File: config.mk
export PLATFORM = sky130hd
export DESIGN_NAME = timer_control_command_decoder
export DESIGN_NICKNAME = d
export VERILOG_FILES = /design/src/inc/tcd_pkg.sv /design/src/timer_control_command_decoder.sv /design/src/counter_slot.sv /design/src/freq_gate.sv
export VERILOG_INCLUDE_DIRS = /design/src /design/src/inc
export SDC_FILE = /design/constraint.sdc
export NUM_CORES = 1
export LEC_CHECK = 0
export ABC_AREA = 1
export BUFFER_PORTS_ARGS = -buffer_cell sky130_fd_sc_hd__buf_2
export CAP_MARGIN = 20
export CELL_PAD_IN_SITES_DETAIL_PLACEMENT = 1
export CELL_PAD_IN_SITES_GLOBAL_PLACEMENT = 1
export CORE_MARGIN = 5
export CORE_UTILIZATION = 42
export CTS_CLUSTER_DIAMETER = 200
export DETAILED_ROUTE_END_ITERATION = 12
export PLACE_DENSITY_LB_ADDON = 0.25
export SLEW_MARGIN = 20
export SYNTH_ARGS = -nofsm -noshare
export SYNTH_HDL_FRONTEND = slang
export SYNTH_HIERARCHICAL = 1
export SYNTH_SLANG_ARGS = --single-unit
File: constraint.sdc
create_clock -name clk_sys -period 2.1 [get_ports clk_sys]
set_input_delay 0.42 -clock clk_sys [delete_from_list [all_inputs] [get_ports clk_sys]]
set_output_delay 0.42 -clock clk_sys [all_outputs]
set_load 0.01 [all_outputs]
File: src/inc/tcd_map.svh
/*
   Register offsets, command codes, reset values and timing counts of the timer command decoder.
   Assumes a 200 MHz system clock and a 16-bit register port with byte offsets.
*/
`ifndef TCD_MAP_SVH
`define TCD_MAP_SVH

`define TCD_NUM_CNT 5
`define TCD_ADDR_CMD 8'h00
`define TCD_ADDR_MM 8'h04
`define TCD_ADDR_PTR 8'h08
`define TCD_ADDR_STAT 8'h0c
`define TCD_CNT_FIRST 3'h1
`define TCD_CNT_LAST 3'h5
`define TCD_SUB_MODE 4'h0
`define TCD_SUB_LOAD 4'h4
`define TCD_SUB_HOLD 4'h8
`define TCD_SUB_COUNT 4'hc

`define TCD_CMD_GATE_OFF 8'hee
`define TCD_CMD_GATE_ON 8'he6
`define TCD_CMD_PF_OFF 8'hf9
`define TCD_CMD_PF_ON 8'hf8
`define TCD_CMD_MRESET 8'hff
`define TCD_CMD_LOAD_HI 3'h2
`define TCD_CMD_ARM_HI 3'h1

`define TCD_MM_GATE_BIT 12
`define TCD_MM_DIV_HI 11
`define TCD_MM_DIV_LO 8
`define TCD_MM_RST 16'h0000
`define TCD_LOAD_RST 16'h0000
`define TCD_HOLD_RST 16'h0000
`define TCD_MODE_RST 16'h0800
`define TCD_PTR_RST 8'h00
`define TCD_DIV_FULL 5'h10

`define TCD_CLK_NS 5
`define TCD_TWR_PF_NS 1500
`define TCD_TWR_NOPF_NS 5
`define TCD_TWR_PF_CYC (((`TCD_TWR_PF_NS) + (`TCD_CLK_NS) - 1) / (`TCD_CLK_NS))
`define TCD_TWR_NOPF_CYC (((`TCD_TWR_NOPF_NS) + (`TCD_CLK_NS) - 1) / (`TCD_CLK_NS))

`endif

File: src/inc/tcd_pkg.sv
/*
   Types shared by the timer command decoder and its counter and output modules.
   Assumes tcd_map.svh for all numeric values.
*/
package tcd_pkg;

   typedef struct packed {
      logic [7:0] addr;
      logic [15:0] wdata;
      logic wr;
      logic rd;
   } bus_req_t;

   typedef struct packed {
      logic [15:0] mode;
      logic [15:0] load;
      logic [15:0] hold;
      logic [15:0] count;
      logic armed;
      logic tc;
   } cnt_view_t;

   typedef enum logic [1:0] {
      REC_IDLE = 2'b00,
      REC_BUSY = 2'b01
   } rec_state_t;

endpackage : tcd_pkg

File: src/timer_control_command_decoder.sv
/*
   Command decoder of a five-counter timing controller, with its register port.
   Assumes a plain synchronous register port: one-cycle strobes, read data in the following cycle.
*/
// Our own choices: strobed register access and the register offsets.
// Function
// Code EE sets gate bit 12 only
// Gate bit set holds output low
// Code E6 clears gate bit 12 only
// Gate bit clear drives divided source
// Full master mode write updates gate bit
// Gating change may glitch the output
// Code F9 disables write prefetch only
// Prefetch off shortens write recovery
// Prefetch stays off until F8 or reset
// Code F8 re-enables write prefetch
// Code FF equals power-on reset
// Reset disarms, zeroes master, load, hold
// Reset loads 0800 into counter modes
// Reset leaves access pointer unchanged
// Host loads all counters after reset
// Host sets pointer before initialising registers
// Counter in TC counts once to leave
// Only decoded commands change gate, prefetch
`timescale 1ns/1ps
`include "tcd_map.svh"

module timer_control_command_decoder
   import tcd_pkg::*;
(
   input wire logic clk_sys,
   input wire logic sys_rst,
   input bus_req_t bus_req,
   input wire logic [4:0] src_tick,
   output logic [15:0] rd_data,
   output logic freq_output,
   output logic write_busy,
   output logic [4:0] tc_state
);

   localparam int REC_PF_CYC = `TCD_TWR_PF_CYC;
   localparam int REC_NOPF_CYC = `TCD_TWR_NOPF_CYC;

   logic [15:0] mm_ff;
   logic [15:0] nxt_mm;
   logic [7:0] ptr_ff;
   logic pf_off_ff;
   logic [15:0] rd_data_ff;
   logic write_busy_ff;
   logic [4:0] tc_state_ff;
   rec_state_t rec_state_ff;
   logic [8:0] rec_cnt_ff;

   logic cmd_wr;
   logic [7:0] cmd_code;
   logic soft_rst;
   logic [4:0] load_sel;
   logic [4:0] arm_sel;
   logic cnt_hit;
   logic [2:0] cnt_idx;
   logic [3:0] cnt_sub;
   logic [4:0] wr_mode;
   logic [4:0] wr_load;
   logic [4:0] wr_hold;
   cnt_view_t cnt_view [`TCD_NUM_CNT];

   assign cmd_wr = bus_req.wr && (bus_req.addr == `TCD_ADDR_CMD);
   assign cmd_code = bus_req.wdata[7:0];
   assign soft_rst = cmd_wr && (cmd_code == `TCD_CMD_MRESET);
   assign load_sel = (cmd_wr && cmd_code[7:5] == `TCD_CMD_LOAD_HI) ? cmd_code[4:0] : 5'h00;
   assign arm_sel = (cmd_wr && cmd_code[7:5] == `TCD_CMD_ARM_HI) ? cmd_code[4:0] : 5'h00;

   assign cnt_idx = bus_req.addr[6:4];
   assign cnt_sub = bus_req.addr[3:0];
   assign cnt_hit = !bus_req.addr[7] && (cnt_idx >= `TCD_CNT_FIRST) && (cnt_idx <= `TCD_CNT_LAST);

   // Per-counter register write strobes
   always_comb
   begin
      wr_mode = 5'h00;
      wr_load = 5'h00;
      wr_hold = 5'h00;
      if (bus_req.wr && cnt_hit)
      begin
         if (cnt_sub == `TCD_SUB_MODE)
            wr_mode[3'(cnt_idx - `TCD_CNT_FIRST)] = 1'b1;
         else if (cnt_sub == `TCD_SUB_LOAD)
            wr_load[3'(cnt_idx - `TCD_CNT_FIRST)] = 1'b1;
         else if (cnt_sub == `TCD_SUB_HOLD)
            wr_hold[3'(cnt_idx - `TCD_CNT_FIRST)] = 1'b1;
      end
   end

   // Master mode next value; gate commands only touch the gate bit, master reset reloads the whole word
   always_comb
   begin
      nxt_mm = mm_ff;
      if (soft_rst)
         nxt_mm = `TCD_MM_RST;
      else if (cmd_wr && cmd_code == `TCD_CMD_GATE_OFF)
         nxt_mm[`TCD_MM_GATE_BIT] = 1'b1;
      else if (cmd_wr && cmd_code == `TCD_CMD_GATE_ON)
         nxt_mm[`TCD_MM_GATE_BIT] = 1'b0;
      else if (bus_req.wr && bus_req.addr == `TCD_ADDR_MM)
         nxt_mm = bus_req.wdata;
   end

   always_ff @(posedge clk_sys or posedge sys_rst)
   begin
      if (sys_rst)
         mm_ff <= `TCD_MM_RST;
      else
         mm_ff <= nxt_mm;
   end

   // The pointer has no reset meaning; a soft reset must not touch it
   always_ff @(posedge clk_sys or posedge sys_rst)
   begin
      if (sys_rst)
         ptr_ff <= `TCD_PTR_RST;
      else if (bus_req.wr && bus_req.addr == `TCD_ADDR_PTR)
         ptr_ff <= bus_req.wdata[7:0];
   end

   always_ff @(posedge clk_sys or posedge sys_rst)
   begin
      if (sys_rst)
         pf_off_ff <= 1'b0;
      else if (soft_rst)
         pf_off_ff <= 1'b0;
      else if (cmd_wr && cmd_code == `TCD_CMD_PF_OFF)
         pf_off_ff <= 1'b1;
      else if (cmd_wr && cmd_code == `TCD_CMD_PF_ON)
         pf_off_ff <= 1'b0;
   end

   // Write recovery: prefetch after a write keeps the device busy far longer than without it
   always_ff @(posedge clk_sys or posedge sys_rst)
   begin
      if (sys_rst)
      begin
         rec_state_ff <= REC_IDLE;
         rec_cnt_ff <= 9'h000;
         write_busy_ff <= 1'b0;
      end
      else if (bus_req.wr)
      begin
         rec_state_ff <= REC_BUSY;
         write_busy_ff <= 1'b1;
         if (pf_off_ff)
            rec_cnt_ff <= 9'(REC_NOPF_CYC - 1);
         else
            rec_cnt_ff <= 9'(REC_PF_CYC - 1);
      end
      else
      begin
         case (rec_state_ff)
            REC_IDLE:
            begin
               write_busy_ff <= 1'b0;
            end
            REC_BUSY:
            begin
               if (rec_cnt_ff == 9'h000)
               begin
                  rec_state_ff <= REC_IDLE;
                  write_busy_ff <= 1'b0;
               end
               else
                  rec_cnt_ff <= rec_cnt_ff - 9'h001;
            end
            default:
            begin
               rec_state_ff <= REC_IDLE;
               write_busy_ff <= 1'b0;
            end
         endcase
      end
   end

   genvar gi;
   generate
      for (gi = 0; gi < `TCD_NUM_CNT; gi++)
      begin : g_cnt
         counter_slot u_slot (
            .clk_sys(clk_sys),
            .sys_rst(sys_rst),
            .soft_rst(soft_rst),
            .load_cmd(load_sel[gi]),
            .arm_cmd(arm_sel[gi]),
            .tick(src_tick[gi]),
            .wr_mode(wr_mode[gi]),
            .wr_load(wr_load[gi]),
            .wr_hold(wr_hold[gi]),
            .wdata(bus_req.wdata),
            .view(cnt_view[gi])
         );
      end
   endgenerate

   always_ff @(posedge clk_sys or posedge sys_rst)
   begin
      if (sys_rst)
         tc_state_ff <= 5'h00;
      else
      begin
         for (int i = 0; i < `TCD_NUM_CNT; i++)
            tc_state_ff[i] <= cnt_view[i].tc;
      end
   end

   // Read path; unmapped offsets read zero
   always_ff @(posedge clk_sys or posedge sys_rst)
   begin
      if (sys_rst)
         rd_data_ff <= 16'h0000;
      else if (!bus_req.rd)
         rd_data_ff <= 16'h0000;
      else if (bus_req.addr == `TCD_ADDR_MM)
         rd_data_ff <= mm_ff;
      else if (bus_req.addr == `TCD_ADDR_PTR)
         rd_data_ff <= {8'h00, ptr_ff};
      else if (bus_req.addr == `TCD_ADDR_STAT)
         rd_data_ff <= {mm_ff[`TCD_MM_GATE_BIT], pf_off_ff, write_busy_ff, 3'h0,
                        cnt_view[4].armed, cnt_view[3].armed, cnt_view[2].armed,
                        cnt_view[1].armed, cnt_view[0].armed, tc_state_ff};
      else if (cnt_hit && cnt_sub == `TCD_SUB_MODE)
         rd_data_ff <= cnt_view[3'(cnt_idx - `TCD_CNT_FIRST)].mode;
      else if (cnt_hit && cnt_sub == `TCD_SUB_LOAD)
         rd_data_ff <= cnt_view[3'(cnt_idx - `TCD_CNT_FIRST)].load;
      else if (cnt_hit && cnt_sub == `TCD_SUB_HOLD)
         rd_data_ff <= cnt_view[3'(cnt_idx - `TCD_CNT_FIRST)].hold;
      else if (cnt_hit && cnt_sub == `TCD_SUB_COUNT)
         rd_data_ff <= cnt_view[3'(cnt_idx - `TCD_CNT_FIRST)].count;
      else
         rd_data_ff <= 16'h0000;
   end

   freq_gate u_freq_output (
      .clk_sys(clk_sys),
      .sys_rst(sys_rst),
      .gate_off(mm_ff[`TCD_MM_GATE_BIT]),
      .div_sel(mm_ff[`TCD_MM_DIV_HI:`TCD_MM_DIV_LO]),
      .freq_output(freq_output)
   );

   assign rd_data = rd_data_ff;
   assign write_busy = write_busy_ff;
   assign tc_state = tc_state_ff;
endmodule : timer_control_command_decoder

File: src/counter_slot.sv
/*
   One counter: mode, load and hold registers, arm state, count and terminal-count state.
   Assumes one-cycle command pulses from the decoder and a synchronous count tick.
*/
`timescale 1ns/1ps
`include "tcd_map.svh"

module counter_slot
   import tcd_pkg::*;
(
   input wire logic clk_sys,
   input wire logic sys_rst,
   input wire logic soft_rst,
   input wire logic load_cmd,
   input wire logic arm_cmd,
   input wire logic tick,
   input wire logic wr_mode,
   input wire logic wr_load,
   input wire logic wr_hold,
   input wire logic [15:0] wdata,
   output cnt_view_t view
);

   logic [15:0] mode_ff;
   logic [15:0] load_ff;
   logic [15:0] hold_ff;
   logic [15:0] count_ff;
   logic armed_ff;
   logic tc_ff;

   always_ff @(posedge clk_sys or posedge sys_rst)
   begin
      if (sys_rst)
      begin
         mode_ff <= `TCD_MODE_RST;
         load_ff <= `TCD_LOAD_RST;
         hold_ff <= `TCD_HOLD_RST;
      end
      else if (soft_rst)
      begin
         mode_ff <= `TCD_MODE_RST;
         load_ff <= `TCD_LOAD_RST;
         hold_ff <= `TCD_HOLD_RST;
      end
      else
      begin
         if (wr_mode)
            mode_ff <= wdata;
         if (wr_load)
            load_ff <= wdata;
         if (wr_hold)
            hold_ff <= wdata;
      end
   end

   always_ff @(posedge clk_sys or posedge sys_rst)
   begin
      if (sys_rst)
         armed_ff <= 1'b0;
      else if (soft_rst)
         armed_ff <= 1'b0;
      else if (arm_cmd)
         armed_ff <= 1'b1;
   end

   // Count and TC survive a soft reset; apart from sys_rst, only a load or one count clears TC
   always_ff @(posedge clk_sys or posedge sys_rst)
   begin
      if (sys_rst)
      begin
         count_ff <= 16'h0000;
         tc_ff <= 1'b0;
      end
      else if (load_cmd)
      begin
         count_ff <= load_ff;
         tc_ff <= 1'b0;
      end
      else if (tick && tc_ff)
      begin
         count_ff <= load_ff;
         tc_ff <= 1'b0;
      end
      else if (tick && armed_ff)
      begin
         count_ff <= count_ff - 16'h0001;
         tc_ff <= (count_ff == 16'h0001);
      end
   end

   assign view = '{mode: mode_ff, load: load_ff, hold: hold_ff, count: count_ff, armed: armed_ff, tc: tc_ff};

endmodule : counter_slot

File: src/freq_gate.sv
/*
   Frequency output: divides the system clock and gates the result.
   Assumes the gate bit and divider field come straight from the master mode register.
*/
`timescale 1ns/1ps
`include "tcd_map.svh"

module freq_gate
   import tcd_pkg::*;
(
   input wire logic clk_sys,
   input wire logic sys_rst,
   input wire logic gate_off,
   input wire logic [3:0] div_sel,
   output logic freq_output
);

   logic [4:0] div_cnt_ff;
   logic div_out_ff;
   logic freq_output_ff;
   logic [4:0] div_top;

   // A divider field of zero means divide by thirty-two
   assign div_top = (div_sel == 4'h0) ? `TCD_DIV_FULL : {1'b0, div_sel};

   always_ff @(posedge clk_sys or posedge sys_rst)
   begin
      if (sys_rst)
      begin
         div_cnt_ff <= 5'h00;
         div_out_ff <= 1'b0;
      end
      else if (div_cnt_ff + 5'h01 >= div_top)
      begin
         div_cnt_ff <= 5'h00;
         div_out_ff <= ~div_out_ff;
      end
      else
         div_cnt_ff <= div_cnt_ff + 5'h01;
   end

   // Gating is not synchronised to the divider phase, so a short pulse can appear at the switch
   always_ff @(posedge clk_sys or posedge sys_rst)
   begin
      if (sys_rst)
         freq_output_ff <= 1'b0;
      else if (gate_off)
         freq_output_ff <= 1'b0;
      else
         freq_output_ff <= div_out_ff;
   end

   assign freq_output = freq_output_ff;

endmodule : freq_gate

==> impl_metrics.tcl, run 1 <==
set metrics [dict create \
    seqCellArea_um2 9870 \
    routed_wl_um 108000 \
    die_h_um 241 \
    worstSetupPathType "in2reg" \
    instances_no_fill 4170 \
    clockBufferDepth 3 \
    root_buffer "clkbuf_16" \
    wl_per_cell_um 25.8 \
    postLayoutCellArea_um2 27200 \
    finalWorstSetupSlack_ns -0.0944 \
    grt_overflow 0 \
    fin_util_pct 51.6 \
    layout_min_cycle_time_ns 2.19 \
    power_frac_clock_pct 42.2 \
    design.core.area_um2 52800 \
    fill_cells 6762 \
    maxCapViolCount 0 \
    ys_types 38 \
    crit_arrival_ns 2.68 \
    grt_max_degree 67 \
    tightest_slew_ns 0.783 \
    yosysTopAreaCellShare_pct 43.3 \
    synth-main-ff-cell "dfrtp_1" \
    holdWs_ns 0.229 \
    p_per_area_nw_per_um2 766 \
    syn_nets 3279 \
    io-pin-count 56 \
    cts_tree "done" \
    drv_slew 0 \
    synth_common_cells "nand2_1, dfrtp_1, nor2_1" \
    synth_edf_count 0 \
    timing.fmax_ghz 0.456 \
    grt_use_total_pct 36.5 \
    initial_core_util_pct 42.6 \
    ys_seq_area_share_pct 43.9 \
    placed_cells 4080 \
    placed_cell_area_um2 25400 \
    first_iter_violations 2300 \
    drcViolationCount 0 \
    first_pass_iters 8 \
    avgSynthCellArea_um2 6.97 \
    clkSinkCount 394 \
    pwr-share-comb_pct 17.8 \
    dr_total_vias 23600 \
    die_width_um 241 \
    num_rows 84 \
    path_max_fanout 51 \
    ys_seq_elements 394 \
    die_area_um2 58300 \
    htree_levels 2 \
    yosys-top-cells-area "dfrtp_1, nand2_1, nor2_1, inv_1, o21ai_0" \
    grt_pass1_vias 24200 \
    status "complete, but fails checks" \
    yosys.area.top_type "dfrtp_1" \
    grt_pass1_wl_um 159000 \
    fin_worst_skew_ns 0.0336 \
    vdd_drop_max_uv 568 \
    end_kind "register" \
    internal_power_mw 14.5 \
    relSlewSlack_pct 47.7 \
    antenna_left 0 \
    syn_area_um2 22500 \
    cts_buffers 46 \
    port_buffers 55 \
    ys_warn_count 6 \
    hold_path_class "in2reg" \
    synth.most_common_cell "nand2_1" \
    insertion_delay_ns 0.60 \
    seqPwrFrac_pct 40.0 \
    p_leak_nw 13.9 \
    area_growth_pct 21.0 \
    cp.required_ns 2.59 \
    rsz0062_at_grt "yes" \
    startpoint_type "primary input" \
    violations "negative setup slack" \
    final-setup-viol-count 3 \
    cts.clk_slew.worst_paths_ns 0.06 \
    multi_input_area_um2 10900 \
    drive_gt1_share_pct 16.4 \
    gp_congestion 1.06 \
    final_nets 3495 \
    dp_hpwl_um 81500 \
    finalCritPeriodShare_pct 104 \
    via_per_inst 5.67 \
    swShare_pct 30.6 \
    switchingPower_mw 6.37 \
    hold_violations 0 \
    async_flop_share_pct 100 \
    dpl_worst_slack_ns -0.755 \
    antenna_found_initial 3 \
    syn_inst 3227 \
]
## metal layers
metal | global-route usage (%) | wire, um | part of all wire (%) | up-vias
met5 | 0 | 0 | 0 | -
met4 | 16.3 | 5680 | 5.3 | 0
met3 | 6.58 | 8620 | 8.0 | 226
met2 | 55.5 | 47600 | 44 | 952
met1 | 51.2 | 45900 | 43 | 11900
li1 | - | - | - | 10600
## critical path, stage by stage
cell and delay [ns]:
buf_4 0.15, inv_16 0.06, buf_4 0.16, buf_12 0.27, buf_6 0.24, nor2_1 0.07, o21ai_0 0.41, nand2_1 0.17
a21oi_1 0.16, nand2_1 0.06, nand3_1 0.21, nand2_1 0.11, a21oi_1 0.18
## kinds of logic (layout without fill, tap and decap cells)
group,Yosys count,count (layout),synth area share (%)
buffers and inverters,448,701,8.39
XOR/XNOR,18,18,0.701
AO/OA/AOI/OAI,492,492,12.4
other,0,2,0
AND/OR/NAND/NOR,1856,1856,33.6
flip-flops,394,394,43.9
adder cells (fa/ha/maj),19,19,1.06
## path summary, 6_finish.rpt
check,startpoint,to,slack [ns],cells past startpoint
setup / recovery,bus_req[22],rd_data[4],-0.09,13
hold / removal,bus_req[0],rd_data[3],0.23,3
setup reg to reg,u_freq_output/div_cnt_ff[0],u_freq_output/div_out_ff,0.08,10
hold reg to reg,g_cnt[4].u_slot/tc_ff,tc_state[4],0.46,0
max in group asynchronous,sys_rst,g_cnt[4].u_slot/mode_ff[2],0.86,4
min in group asynchronous,sys_rst,tc_state[4],0.37,3
## timing repair
item	4_1_cts	5_1_grt
pin swaps	1	1
hold buffers	1	0
endpoints found under the setup margin	11	73
cloned	0	1
endpoints found under the hold margin	23	0
buffers inserted	0	1
resized for setup	12	34
## placed cells by master, fill, tap and decap left out, drive strengths merged
| master | n |
|---|---|
| a21o | 3 |
| bufinv | 6 |
| clkinvlp | 4 |
| inv | 305 |
| a21oi | 84 |
| nand4 | 17 |
| nand3 | 175 |
| o211ai | 12 |
| nand2 | 1223 |
| nor2 | 425 |
| o21ai | 350 |
| nor3 | 10 |
| o21a | 2 |
| ha | 19 |
| nand3b | 5 |
| nor4 | 1 |
| o21bai | 4 |
| buf | 306 |
| diode | 2 |
| xor2 | 11 |
| dfrtp | 389 |
| clkinv | 10 |
| clkbuf | 69 |
| dfstp | 5 |
| xnor2 | 7 |
| dlygate4sd3 | 1 |
| a22oi | 37 |
## power by group through the flow
stage               clock network, mW  logic, mW  registers, mW
finish                           8.80       3.71           8.33
CTS                              8.89       3.55           8.32
global route                     9.23       4.03           8.35
global placement                    0       3.34           8.42
detailed placement                  0       3.49           8.44
floorplan                           0       2.00           8.30
## layout make-up
class	instances	area share, %
Antenna cell	2	0.0184
Clock buffer	68	5.13
Clock inverter	17	0.925
Inverter	308	4.41
Multi-Input combinational cell	2385	40.1
Sequential cell	394	36.3
Tap cell	688	3.16
Timing Repair Buffer	308	9.97
## state kept, by name, summed over array words and instances (netlist names), 5 cells and up
register	cells
u_freq_output/div_cnt_ff	5
rd_data	16
rec_cnt_ff	9
g_cnt.u_slot/mode_ff	80
g_cnt.u_slot/hold_ff	80
mm_ff	16
g_cnt.u_slot/count_ff	80
tc_state	5
ptr_ff	8
g_cnt.u_slot/tc_ff	5
g_cnt.u_slot/load_ff	80
g_cnt.u_slot/armed_ff	5
## per-stage QoR
step | setup TNS, ns | power (mW)
after floorplan | -94.38 | 10.3
after global placement | -107.56 | 11.8
after detailed placement | -138.91 | 11.9
after CTS | 0 | 20.8
after global routing | -0.318 | 21.6
final | -0.146 | 20.8
No activity file was read; power rests on OpenSTA's default activity.
==> run 2, diff against run 1 <==
Settings changed: CORE_UTILIZATION 42 to 40, SKIP_LAST_GASP from default to 1, SYNTH_HIERARCHICAL 1 to default.
==> run 2 against run 1 <==
The run now ends clean; via count down 14%; non-clock buffer count fell by 48; die area down 1.9%; combinational power grew 24%; sequential share of layout area increased by 2.9 points; largest power group is now registers; highest routed layer is now met5.
==> impl_metrics.tcl, run 2 <==
set metrics [dict create \
    seqPwrFrac_pct 41.9 \
    drv_slew 0 \
    max_stage_delay_ns 0.29 \
    yosys-top-cells-area "dfrtp_1, nand2_1, inv_1, o21ai_0, nor2_1" \
    layout_commonest_cell "nand2_1" \
    syn_inst 2743 \
    async_flop_share_pct 100 \
    yosys.area.top_type "dfrtp_1" \
    path_max_fanout 9 \
    dp_hpwl_um 62600 \
    ys_seq_area_share_pct 47.0 \
    final_nets 2970 \
    grt_max_degree 73 \
    crit_slowest_cell "a21oi_1" \
    power_frac_clock_pct 37.0 \
    antenna_left 0 \
    cts_tree "done" \
    timing.fmax_ghz 0.481 \
    swShare_pct 32.9 \
    crit_top_cell "buf_4" \
    end_kind "register" \
    crit_buf_inv 5 \
    p_leak_nw 12.4 \
    synth-main-ff-cell "dfrtp_1" \
    clockBufferDepth 3 \
    first_pass_iters 5 \
    hold_violations 0 \
    ys_types 45 \
    cp.depth 13 \
    drcViolationCount 0 \
    reg2reg_depth 11 \
    design.core.area_um2 52200 \
    cp.required_ns 2.58 \
    wl_per_cell_um 23.2 \
    gp_congestion 0.995 \
    fill_cells 6388 \
    postLayoutCellArea_um2 25200 \
    grt_overflow 0 \
    clkSinkCount 394 \
    synth_edf_count 0 \
    synth_common_cells "nand2_1, dfrtp_1, inv_1" \
    final-setup-viol-count 0 \
    worstSetupPathType "in2reg" \
    cp_top_family "simple AND/OR/NAND/NOR gates" \
    first_iter_violations 1478 \
    pwr-share-comb_pct 21.1 \
    die_area_um2 57100 \
    crit_chain "buf_4 > buf_4 > ha_1 > inv_1 > nand3_2 > nand2_1 > nor2_2 > buf_4 > buf_4 > nand4_1 > nand3_1 > nand2_1 > a21oi_1" \
    htree_levels 2 \
    maxCapViolCount 0 \
    grt_pass1_vias 21200 \
    die_h_um 239 \
    num_rows 84 \
    die_width_um 239 \
    cts.clk_slew.worst_paths_ns 0.06 \
    layout_min_cycle_time_ns 2.08 \
    area_growth_pct 20.1 \
    multi_input_area_um2 9310 \
    switchingPower_mw 7.14 \
    routed_wl_um 84300 \
    fin_worst_skew_ns 0.0256 \
    ys_seq_elements 394 \
    vdd_drop_max_uv 709 \
    internal_power_mw 14.6 \
    via_per_inst 5.56 \
    tns_ns 0 \
    startpoint_type "primary input" \
    initial_core_util_pct 40.2 \
    port_buffers 55 \
    io-pin-count 56 \
    antenna_found_initial 1 \
    placed_cell_area_um2 23700 \
    drive_gt1_share_pct 14.1 \
    status "completed" \
    root_buffer "clkbuf_16" \
    syn_nets 2795 \
    yosysTopAreaCellShare_pct 46.4 \
    tightest_slew_ns 0.867 \
    crit_arrival_ns 2.55 \
    finalPower_mw 21.7 \
    finalCritPeriodShare_pct 98.9 \
    antennaDiodeCount 0 \
    cts_buffers 47 \
    most-common-layout-cells "nand2_1, dfrtp_1, inv_1, nor2_1, o21ai_0" \
    insertion_delay_ns 0.61 \
    syn_area_um2 21000 \
    relSlewSlack_pct 42.0 \
    seqCellArea_um2 9870 \
    grt_use_total_pct 29.2 \
    dr_total_vias 20200 \
    ys_warn_count 0 \
    p_per_area_nw_per_um2 862 \
    min_path_cells 3 \
    avgSynthCellArea_um2 7.65 \
    grt_pass1_wl_um 129000 \
    synth.most_common_cell "nand2_1" \
    hold_path_class "in2reg" \
]
==> run 2: power by group through the flow <==
stage / Combinational, mW / Sequential [mW] / Clock [mW]
after floorplan: 2.88 / 8.97 / 0
after global placement: 4.32 / 9.18 / 0
after detailed placement: 4.51 / 9.22 / 0
after CTS: 4.54 / 9.10 / 8.13
after global routing: 5.08 / 9.18 / 8.47
final: 4.59 / 9.10 / 8.02
==> run 2: stage by stage <==
step | hold WS [ns] | util, % | setup slack, ns | instances
2_1_floorplan | 0.374 | - | -3.62 | 2743
3_3_place_gp | 0.404 | 45.3 | -0.457 | 3553
3_5_place_dp | 0.407 | 45.3 | -0.515 | 3553
4_1_cts | 0.153 | 48.1 | 0.0886 | 3638
5_1_grt | 0.199 | 48.2 | -0.0117 | 3641
6_report | 0.185 | 48.2 | 0.0222 | 3641
==> run 2: final timing paths <==
kind                                                   from                          to  slack (ns)
max in group asynchronous                           sys_rst       g_cnt[2].u_slot.tc_ff        0.93
worst max register to register  u_freq_output.div_cnt_ff[0]    u_freq_output.div_out_ff        0.18
min in group asynchronous                           sys_rst  g_cnt[2].u_slot.hold_ff[4]        0.45
worst max-delay path                            bus_req[22]                 rd_data[14]        0.02
worst min-delay path                             bus_req[2]                   ptr_ff[0]        0.19
worst min register to register        g_cnt[2].u_slot.tc_ff                 tc_state[2]        0.42
==> run 2: kinds of logic (layout without fill, tap and decap cells) <==
| kind of cell | count (synthesis) | after routing | synth area share, % |
|---|---|---|---|
| and+or+nand+nor | 1235 | 1235 | 24.8 |
| AOI/OAI and AO/OA | 568 | 568 | 15.5 |
| buffers and inverters | 480 | 690 | 9.54 |
| DFF | 394 | 394 | 47.0 |
| xor gates and xnor gates | 45 | 45 | 1.88 |
| adders and majority gates | 19 | 19 | 1.13 |
| muxes | 2 | 2 | 0.107 |
==> run 2: final cells by class <==
class / count / area share, %
inverters: 346 / 5.22
clock inverters: 8 / 0.243
well taps: 688 / 3.42
flip-flops and latches: 394 / 39.2
multi-input cells: 1869 / 37.0
repair buffers: 260 / 9.36
clock buffers: 76 / 5.62
==> run 2: timing repair <==
| action | CTS | global route |
|---|---|---|
| endpoints found under the setup margin | 0 | 4 |
| hold buffers | 1 | 0 |
| setup buffers | 0 | 2 |
| hold endpoints to repair | 18 | 0 |
| gates resized for setup | 0 | 4 |
==> run 2: per-layer routing <==
layer	wire length (um)	vias to the layer above	GRT usage [%]
met2	40000	612	48.5
met3	4360	212	3.90
met1	35900	10100	38.9
met5	15	-	0
met4	4090	2	12.1
li1	-	9287	-
==> run 2: tightest hold or removal path, stage by stage <==
cell	delay [ns]
buf_2	0.14
inv_1	0.11
a21oi_1	0.07
==> run 3, diff against run 2 <==
Settings changed: CELL_PAD_IN_SITES_DETAIL_PLACEMENT 1 to default, CELL_PAD_IN_SITES_GLOBAL_PLACEMENT 1 to default, CORE_MARGIN 5 to default.
==> run 3 against run 2 <==
Global-route usage fell by 0.34 points; fmax is 3.4% higher; register-to-register slack barely moved; worst hold slack gained 0.027 ns; critical path depth up 4; clock power hardly changed; die area shrank 6.6%; total power is 0.78% lower; clock skew grew 0.0047 ns; non-clock buffer count down 11; sequential power barely moved; sequential share of layout area increased by 0.057 points; critical endpoint is now rd_data[2]; largest cell class unchanged.
==> impl_metrics.tcl, run 3 (same netlist as run 2, synthesis figures left out) <==
set metrics [dict create \
    design.core.area_um2 51600 \
    dpl_worst_slack_ns -0.472 \
    tns_ns 0 \
    drv_slew 0 \
    crit_arrival_ns 2.47 \
    fin_worst_skew_ns 0.0303 \
    postLayoutCellArea_um2 25100 \
    startpoint_type "primary input" \
    final-setup-viol-count 0 \
    area_growth_pct 19.9 \
    crit_chain "buf_2 > inv_1 > ha_4 > buf_4 > inv_1 > nand2_1 > nand2_2 > nand2_2 > inv_2 > buf_12 > nand2_1 > nand3_1 > nor2_1 > nor2_1 > nand2_1 > nand2_1 > a21oi_1" \
    drive_gt1_share_pct 13.9 \
    grt_max_degree 77 \
    antennaDiodeCount 0 \
    worstSetupPathType "in2reg" \
    path_max_fanout 8 \
    antenna_found_initial 2 \
    cts.clk_slew.worst_paths_ns 0.06 \
    placed_cell_area_um2 23600 \
    crit_buf_inv 6 \
    dr_total_vias 19600 \
    multi_input_area_um2 9320 \
    postCtsSetupBuffers 0 \
    routed_wl_um 76500 \
    first_iter_violations 2168 \
    cts_tree "done" \
    status "completed" \
    crit_top_cell "nand2_1" \
    fin_util_pct 48.7 \
    hold_path_class "in2reg" \
    wl_per_cell_um 21.1 \
    cp.required_ns 2.56 \
    most-common-layout-cells "nand2_1, dfrtp_1, inv_1, nor2_1, o21ai_0" \
    wl_met3_um 4650 \
    die_width_um 231 \
    grt_pass1_wl_um 117000 \
    layout_commonest_cell "nand2_1" \
    die_h_um 231 \
    antenna_left 0 \
    finalWorstSetupSlack_ns 0.0901 \
    drcViolationCount 0 \
    initial_core_util_pct 40.6 \
    gp_congestion 1.01 \
    crit_slowest_cell "nor2_1" \
    die_area_um2 53400 \
    maxCapViolCount 0 \
    cts_buffers 45 \
    tightest_slew_ns 0.902 \
    final_nets 2957 \
    num_rows 83 \
    hold_violations 0 \
    port_buffers 55 \
    dp_hpwl_um 56100 \
    timing.fmax_ghz 0.498 \
    fill_cells 5044 \
    wl_met2_um 35400 \
    max_stage_delay_ns 0.27 \
    grt_use_total_pct 28.9 \
    cp_top_family "simple AND/OR/NAND/NOR gates" \
    finalCritPeriodShare_pct 95.7 \
    relSlewSlack_pct 39.7 \
    clockBufferDepth 3 \
    rsz0062_at_grt "no" \
    insertion_delay_ns 0.59 \
    grt_overflow 0 \
    top_layer "met4" \
    p_per_area_nw_per_um2 856 \
    via_per_inst 5.43 \
    vdd_drop_max_uv 524 \
    p_leak_nw 12.3 \
    seqCellArea_um2 9870 \
    finalPower_mw 21.5 \
    clkSinkCount 394 \
    io-pin-count 56 \
    end_kind "register" \
    met1_length_um 33400 \
    grt_pass1_vias 19500 \
    first_pass_iters 6 \
    root_buffer "clkbuf_16" \
    htree_levels 2 \
    layout_min_cycle_time_ns 2.01 \
]
run 3: per-stage QoR:
stage,hold slack (ns),std cells
after floorplan,0.374,2743
after global placement,0.393,3537
after detailed placement,0.384,3537
after CTS,0.182,3620
after global routing,0.210,3620
final,0.212,3620
run 3: path summary, 6_finish.rpt:
kind / startpoint / endpoint / slack (ns) / cells past startpoint
worst max-delay path: bus_req[23] / rd_data[2] / 0.09 / 17
worst min-delay path: bus_req[0] / rd_data[4] / 0.21 / 3
worst max register to register: g_cnt[3].u_slot.count_ff[7] / rd_data[7] / 0.17 / 8
worst min register to register: g_cnt[3].u_slot.tc_ff / tc_state[3] / 0.41 / 0
max in group asynchronous: sys_rst / u_freq_output.div_cnt_ff[4] / 0.89 / 5
min in group asynchronous: sys_rst / g_cnt[2].u_slot.count_ff[15] / 0.44 / 4
run 3: where the power goes:
part           total [mW]  internal, mW  switching [mW]
combinational        4.44          1.56            2.89
clock                8.01          4.69            3.32
sequential           9.08          8.40           0.685
total                21.5          14.6            6.90
run 3: worst reg2reg max path: cells and delay by family, from the launching register on:
family           cells  cell delay [ns]
AND/OR/NAND/NOR      6             0.82
AO/OA/AOI/OAI        2             0.55
flip-flops           1             0.42
run 3: final cells by class:
type / count / share of cell area (%)
clock buffer: 65 / 5.18
clock inverter: 17 / 0.731
inverter: 346 / 5.22
multi-input combinational: 1869 / 37.0
sequential: 394 / 39.2
tap: 680 / 3.38
timing repair buffer: 249 / 9.21
run 3: repair_timing:
action / in CTS / in global routing
hold buffers: 1 / 0
hold endpoints to repair: 43 / 0
gates resized for setup: 0 / 5
setup endpoints to repair: 0 / 10
run 3: routing by layer:
layer / GRT usage (%) / vias up
met5: 0 / -
met4: 11.8 / 0
met3: 3.71 / 161
met2: 46.0 / 706
met1: 39.6 / 9521
li1: - / 9258
